`src/iopit_cfg.svh`:
```
// constants for the io port and interval timer block
`ifndef IOPIT_CFG_SVH
`define IOPIT_CFG_SVH
`define IOPIT_ADDR_CTRL 5'h00
`define IOPIT_ADDR_CLK_INT 5'h03
`define IOPIT_ADDR_TOP_INT 5'h0f
`define IOPIT_PORT_BASE_BIT 4
`define IOPIT_TIMER_WIDTH 14
`define IOPIT_PRESCALE 64
`define IOPIT_CODE_RESET 4'h0
`define IOPIT_CODE_NONE 4'hf
`define IOPIT_SHARED_MSB_PORT 15
`define IOPIT_SHARED_LSB_PORT 7
`endif

```
`src/iopit_pkg.sv`:
```
// types for the io port and interval timer block
package iopit_pkg;
   typedef enum logic [1:0] {
      IOPIT_CODE_HOLD_RESET,
      IOPIT_CODE_RUN
   } iopit_code_state_t;
endpackage

```
`src/iopit_prescaler.sv`:
```
// divide-by-n enable pulse for the timer
`timescale 1ns/1ps
`default_nettype none
module iopit_prescaler #(
   parameter int DIVIDE = 64
) (
   input wire logic clk,
   input wire logic sys_rst,
   input wire logic restart,
   output logic tick
);
   localparam int W = $clog2(DIVIDE);
   localparam logic [W-1:0] LAST = W'(DIVIDE - 1);
   logic [W-1:0] cnt_q;
   logic [W-1:0] cnt_d;
   always_comb begin
      if (restart || cnt_q == LAST) begin
         cnt_d = '0;
      end else begin
         cnt_d = cnt_q + W'(1);
      end
   end
   always_ff @(posedge clk) begin
      if (sys_rst) begin
         cnt_q <= '0;
      end else begin
         cnt_q <= cnt_d;
      end
   end
   assign tick = (cnt_q == LAST) && !restart;
endmodule // iopit_prescaler
`default_nettype wire

```
`src/iopit_prio_enc.sv`:
```
// priority encoder for fifteen interrupt lines
`timescale 1ns/1ps
`default_nettype none
`include "iopit_cfg.svh"
module iopit_prio_enc (
   input wire logic [15:1] active,
   output logic any,
   output logic [3:0] code
);
   always_comb begin
      any = 1'b0;
      code = `IOPIT_CODE_NONE;
      for (int i = 15; i >= 1; i--) begin
         if (active[i]) begin
            any = 1'b1;
            code = 4'(i);
         end
      end
   end
endmodule // iopit_prio_enc
`default_nettype wire

```
`src/iopit_top.sv`:
```
// io port section and interval timer on a bit-addressed register port
`timescale 1ns/1ps
`default_nettype none
`include "iopit_cfg.svh"
module iopit_top #(
   parameter int TIMER_WIDTH = `IOPIT_TIMER_WIDTH,
   parameter int PRESCALE = `IOPIT_PRESCALE
) (
   input wire logic clk,
   input wire logic sys_rst,
   input wire logic power_up_reset_n,
   input wire logic [4:0] bus_addr,
   input wire logic bus_wdata,
   input wire logic bus_wr,
   input wire logic bus_rd,
   output logic bus_rdata,
   input wire logic [6:1] int_pin_n,
   input wire logic [15:0] port_in,
   output logic [15:0] port_out,
   output logic [15:0] port_oe,
   output logic interrupt_request_n,
   output logic [3:0] interrupt_code_lines
);
   localparam int TW = TIMER_WIDTH;
   // pins 7..15 shared with ports 15..7
   logic [15:1] int_level_n;
   genvar g;
   for (g = 1; g <= 15; g++) begin : g_map
      if (g <= 6) begin : g_ded
         assign int_level_n[g] = int_pin_n[g];
      end else begin : g_sh
         assign int_level_n[g] = port_in[`IOPIT_SHARED_MSB_PORT + `IOPIT_SHARED_LSB_PORT - g];
      end
   end

   logic rst_any;
   assign rst_any = sys_rst || !power_up_reset_n;

   function automatic logic is_port(input logic [4:0] a);
      return a[`IOPIT_PORT_BASE_BIT];
   endfunction

   // control, masks, ports
   logic mode_q, mode_d;
   logic [15:1] mask_q, mask_d;
   logic [15:0] pout_q, pout_d, poe_q, poe_d;
   logic [TW-1:0] start_q, start_d, cnt_q, cnt_d, cap_q, cap_d;
   logic clk_int_q, clk_int_d;
   logic restart;
   logic tick;
   logic timer_en;
   logic wr_port, wr_low;
   logic [3:0] idx;

   assign wr_port = bus_wr && is_port(bus_addr);
   assign wr_low = bus_wr && !is_port(bus_addr);
   assign idx = bus_addr[3:0];
   assign timer_en = (start_q != '0);

   always_comb begin
      mode_d = mode_q;
      mask_d = mask_q;
      pout_d = pout_q;
      poe_d = poe_q;
      start_d = start_q;
      restart = 1'b0;
      if (wr_port) begin
         pout_d[idx] = bus_wdata;
         poe_d[idx] = 1'b1;
      end
      if (wr_low) begin
         if (bus_addr == `IOPIT_ADDR_CTRL) begin
            mode_d = bus_wdata;
         end else if (!mode_q) begin
            mask_d[idx] = bus_wdata;
         end else if (bus_addr == `IOPIT_ADDR_TOP_INT) begin
            if (bus_wdata) begin
               poe_d = '0;
            end
         end else if (32'(idx) <= TW) begin
            start_d[idx - 4'(1)] = bus_wdata;
            restart = 1'b1;
         end
      end
   end

   iopit_prescaler #(.DIVIDE(PRESCALE)) u_pre (
      .clk(clk),
      .sys_rst(rst_any),
      .restart(restart),
      .tick(tick)
   );

   logic clear_int;
   assign clear_int = wr_low && bus_addr == `IOPIT_ADDR_CLK_INT;
   logic soft_rst;
   assign soft_rst = wr_low && mode_q && bus_addr == `IOPIT_ADDR_TOP_INT && bus_wdata;

   always_comb begin
      cnt_d = cnt_q;
      clk_int_d = clk_int_q;
      cap_d = cap_q;
      if (clear_int || !timer_en) begin
         clk_int_d = 1'b0;
      end
      if (restart) begin
         cnt_d = start_d;
      end else if (timer_en && tick) begin
         if (cnt_q <= TW'(1)) begin
            cnt_d = start_q;
            clk_int_d = 1'b1;
         end else begin
            cnt_d = cnt_q - TW'(1);
         end
      end
      if (wr_low && bus_addr == `IOPIT_ADDR_CTRL && bus_wdata) begin
         cap_d = cnt_q;
      end
   end

   always_ff @(posedge clk) begin
      if (rst_any) begin
         mode_q <= 1'b0;
         mask_q <= '0;
         pout_q <= '0;
         poe_q <= '0;
         start_q <= '0;
         cnt_q <= '0;
         cap_q <= '0;
         clk_int_q <= 1'b0;
      end else begin
         mode_q <= mode_d;
         mask_q <= mask_d;
         pout_q <= pout_d;
         poe_q <= poe_d;
         start_q <= start_d;
         cnt_q <= cnt_d;
         cap_q <= cap_d;
         clk_int_q <= clk_int_d;
      end
   end

   // interrupt request and code
   logic [15:1] req;
   logic any_req;
   logic [3:0] code;
   always_comb begin
      req = ~int_level_n & mask_q;
      req[3] = timer_en ? (clk_int_q & mask_q[3]) : req[3];
   end

   iopit_prio_enc u_enc (
      .active(req),
      .any(any_req),
      .code(code)
   );

   iopit_pkg::iopit_code_state_t cst_q, cst_d;
   logic irq_n_q, irq_n_d;
   logic [3:0] code_q, code_d;
   always_comb begin
      cst_d = iopit_pkg::IOPIT_CODE_RUN;
      irq_n_d = !any_req;
      code_d = code;
   end
   always_ff @(posedge clk) begin
      if (rst_any) begin
         cst_q <= iopit_pkg::IOPIT_CODE_HOLD_RESET;
         irq_n_q <= 1'b1;
         code_q <= `IOPIT_CODE_RESET;
      end else begin
         cst_q <= cst_d;
         irq_n_q <= irq_n_d;
         code_q <= code_d;
      end
   end
   assign interrupt_request_n = irq_n_q;
   assign interrupt_code_lines = code_q;
   assign port_out = pout_q;
   assign port_oe = poe_q;

   // read path
   logic rd_d, rd_q;
   always_comb begin
      rd_d = 1'b0;
      if (bus_rd) begin
         if (is_port(bus_addr)) begin
            rd_d = port_in[idx];
         end else if (bus_addr == `IOPIT_ADDR_CTRL) begin
            rd_d = mode_q;
         end else if (!mode_q) begin
            rd_d = int_level_n[idx];
         end else if (bus_addr == `IOPIT_ADDR_TOP_INT) begin
            rd_d = !irq_n_q;
         end else begin
            rd_d = cap_q[idx - 4'(1)];
         end
      end
   end
   always_ff @(posedge clk) begin
      if (rst_any) begin
         rd_q <= 1'b0;
      end else begin
         rd_q <= rd_d;
      end
   end
   assign bus_rdata = rd_q;
endmodule // iopit_top
`default_nettype wire

```
`config.mk`:
```
export PLATFORM = sky130hd
export DESIGN_NAME = iopit_top
export DESIGN_NICKNAME = d
export VERILOG_FILES = /design/src/iopit_pkg.sv /design/src/iopit_prescaler.sv /design/src/iopit_prio_enc.sv /design/src/iopit_top.sv
export VERILOG_INCLUDE_DIRS = /design/src /design/src/src
export SDC_FILE = /design/constraint.sdc
export NUM_CORES = 1
export LEC_CHECK = 0
export BUFFER_PORTS_ARGS = -buffer_cell sky130_fd_sc_hd__buf_2
export CAP_MARGIN = 0
export CORE_ASPECT_RATIO = 0.75
export CORE_MARGIN = 2
export CORE_UTILIZATION = 55
export CTS_CLUSTER_DIAMETER = 60
export DETAILED_ROUTE_END_ITERATION = 10
export PLACE_DENSITY = 0.8
export SLEW_MARGIN = 30
export SYNTH_ARGS = -nofsm -noshare
export SYNTH_HDL_FRONTEND = slang
export SYNTH_SLANG_ARGS = --single-unit
```
`constraint.sdc`:
```
create_clock -name clk -period 3.3 [get_ports clk]
set_input_delay 0.33 -clock clk [delete_from_list [all_inputs] [get_ports clk]]
set_output_delay 0.33 -clock clk [all_outputs]
set_load 0.01 [all_outputs]
```
==> reports/summary.txt <==
status: completed
Final Hold Fails: 0
largest area contributor in the netlist: dfxtp_1
Period Utilization, post-route: 0.754
hold path depth: 3
Syn Nets: 705
Worst EP arrival: 2.74 ns
Final Setup Violations: 0
nets@finish: 753
Clock Path Buffers: 2
mux cell area share after synthesis: 0.131
io pins: 71
M1 GR Usage: 0.405
Post-Synthesis Cells: 664
most numerous cell in the Yosys netlist: dfxtp_1
mapped cell area: 0.00536 mm^2
core area: 0.00958 mm^2
Placed Instances: 833
Vias/cell: 6.10
GR Layer Usage met3: 0.0816
unrepaired setup endpoints after global routing: false
Worst Hold Endpoint: bus_rdata$_SDFF_PP0_
drt drc: 0
Post-Synthesis Mean Instance Area: 8.07 um^2
# port buffers: 70
sequential share of the synthesized area: 0.385
Worst setup SP type: flip-flop
GPL Wtd Cong: 1.03
Post-Layout Inst Area: 0.00610 mm^2
cts hold-fix bufs: 0
critical path data required time: 3.55 ns
cell at the root of the clock tree: clkbuf_16
Fmax: 0.402 GHz
Synth Area in Adders: 0.0187
CTS buffer count: 9
Most Crowded Layer GR: met2
vias in the first global route: 4,743
EDFF count, synth: 0
post-CTS setup buffers: 0
largest net degree at the start of global routing: 36
Routed WL per cell: 17.9 um
DP Area: 0.00580 mm^2
crit-path max FO: 16
Synth top cells by count: dfxtp_1, nand2_1, nor2_1
ANT cells: 0
# resized after CTS: 0
final non-filler cell total: 849
post-synth cell types: 61
row cnt: 31
complex-gate fraction of the synthesized area: 0.159
Max Clock Skew: 0.00861 ns
GRT Util Overall: 0.291
critical register-to-register path startpoint: start_q[3]$_SDFF_PP0_
Final HPWL DP: 10.6 mm
DR pass1 iterations: 5
initial antenna violation count: 0
Tmin final: 2.49 ns
Overall Power: 2570 uW
Worst slew margin: 0.352
CP Class: flip-flop to flip-flop
share of cells above drive strength 1: 0.167
area fraction of the dominant cell type after synthesis: 0.385
hold_sp: bus_rd
Worst Max-Slew Pin Slew: 0.972 ns
Critical Path Sink Type: flip-flop
VDD IR max: 0.274 mV
Area contributors post-synth: dfxtp_1, mux2i_1, nand2_1
pwr/cell area: 421 mW/mm^2
Sink Count: 103
via count: 5,176
largest family of logic cells by synthesized area: simple AND/OR/NAND/NOR gates
Lkg Pwr: 0.00253 uW
Post-DRT Antenna Nets: 0
post-route setup TNS: 0 ns
clock slew at reported path FFs: 0.07 ns
r2r setup slk: 0.81 ns
die width: 118 um
Critical R2R Capture: cnt_q[10]$_SDFFE_PP0P_
Hold Crit Class: input port to flip-flop
drt initial violations: 692
Simple-Gate Fraction of Synth Area: 0.248
Yosys Warn Count: 0
met2 global-route usage: 0.451
Initial Utilization: 0.559
max-slew violations: 0
Synth Flop Type: dfxtp_1
Worst-Skew Late Latency: 0.35 ns
first-pass GRT wire length: 24.4 mm
worst-case reg-to-reg path depth: 6
Hold Slack: 0.222 ns
grt ovf: 0
Yosys reg bits: 103
CTS tree: yes
area grow syn2layout: 13.9%
Max-cap violations: 0
post-synthesis async set-or-reset flop share: 0
post-synthesis xor/xnor area fraction: 0.00817
Die Y: 89.5 um
Total Wirelength: 15.2 mm
DIE AREA: 0.0106 mm^2
# H-tree levels: 3
==> routing by layer <==
layer	vias up	share of wire
li1	2437	-
met1	2396	0.43
met2	326	0.43
met3	17	0.12
met4	0	0.011
met5	-	0
==> per-stage QoR <==
stage                     setup slack, ns  utilization
after global routing                0.697        0.637
after floorplan                     0.268            -
after detailed placement            0.603        0.605
final                               0.810        0.637
after CTS                           0.762        0.637
after global placement              0.723        0.605
==> power by group <==
part	internal [uW]	switching (uW)
sequential	1250	3.40
combinational	76.2	142
clock	600	502
total	1920	647
==> critical path: stages, from the launching register on <==
cell,delay [ns]
dfxtp_1,0.35
nor4_1,0.45
nand4_1,0.40
nand2b_1,0.64
or3_1,0.21
a31oi_1,0.08
a311oi_1,0.27
==> area by class of cell <==
type / instances / area [um^2]
flip-flops and latches: 103 / 2060
repair buffers: 85 / 463
fillers: 813 / 3480
clock inverters: 6 / 73.8
multi-input cells: 492 / 3030
inverters: 21 / 78.8
well taps: 132 / 165
clock buffers: 10 / 229
==> worst max path at each step <==
| stage | startpoint | to | slack, ns | cells after the start |
|---|---|---|---|---|
| finish | start_q[3]$_SDFF_PP0_ | cnt_q[10]$_SDFFE_PP0P_ | 0.81 | 6 |
| floorplan | bus_addr[0] | start_q[10]$_SDFF_PP0_ | 0.27 | 13 |
| global placement | bus_addr[1] | cnt_q[13]$_SDFFE_PP0P_ | 0.72 | 10 |
| CTS | u_pre.cnt_q[0]$_SDFF_PP0_ | cnt_q[10]$_SDFFE_PP0P_ | 0.76 | 7 |
| detailed placement | bus_addr[1] | cnt_q[1]$_SDFFE_PP0P_ | 0.60 | 9 |
| global route | start_q[3]$_SDFF_PP0_ | cnt_q[10]$_SDFFE_PP0P_ | 0.70 | 6 |
==> cell usage in the layout, fill, tap and decap left out, types with 3 or more instances in the layout <==
master / count
dfxtp_1: 103
nand2_1: 88
nor2_1: 74
buf_2: 70
a21oi_1: 64
nand3_1: 50
mux2i_1: 44
inv_1: 21
buf_4: 15
o22ai_1: 12
nor2b_1: 12
o21ai_0: 12
nor3_1: 10
mux4_2: 10
o21ai_1: 9
clkbuf_16: 9
nand2b_1: 8
and2_1: 8
ha_1: 8
nor4_1: 6
a31oi_1: 6
a2bb2oi_1: 6
or3_1: 5
and3_1: 4
xnor2_1: 4
a22o_1: 3
o21a_1: 3
a211oi_1: 3
==> state kept, by name, indices dropped and copies added, names as in the netlist <==
name,flops
bus_rdata,1
cap_q,14
clk_int_q,1
cnt_q,14
interrupt_code_lines,4
interrupt_request_n,1
mask_q,15
mode_q,1
port_oe,16
port_out,16
start_q,14
u_pre.cnt_q,6
==> kinds of logic after synthesis <==
| logic type | after synthesis |
|---|---|
| AND/OR/NAND/NOR | 282 |
| AO/OA/AOI/OAI | 140 |
| flip-flops | 103 |
| buffers and inverters | 69 |
| multiplexers | 57 |
| adder cells (fa/ha/maj) | 8 |
| XOR/XNOR | 5 |
No activity file was read; power rests on OpenSTA's default activity.
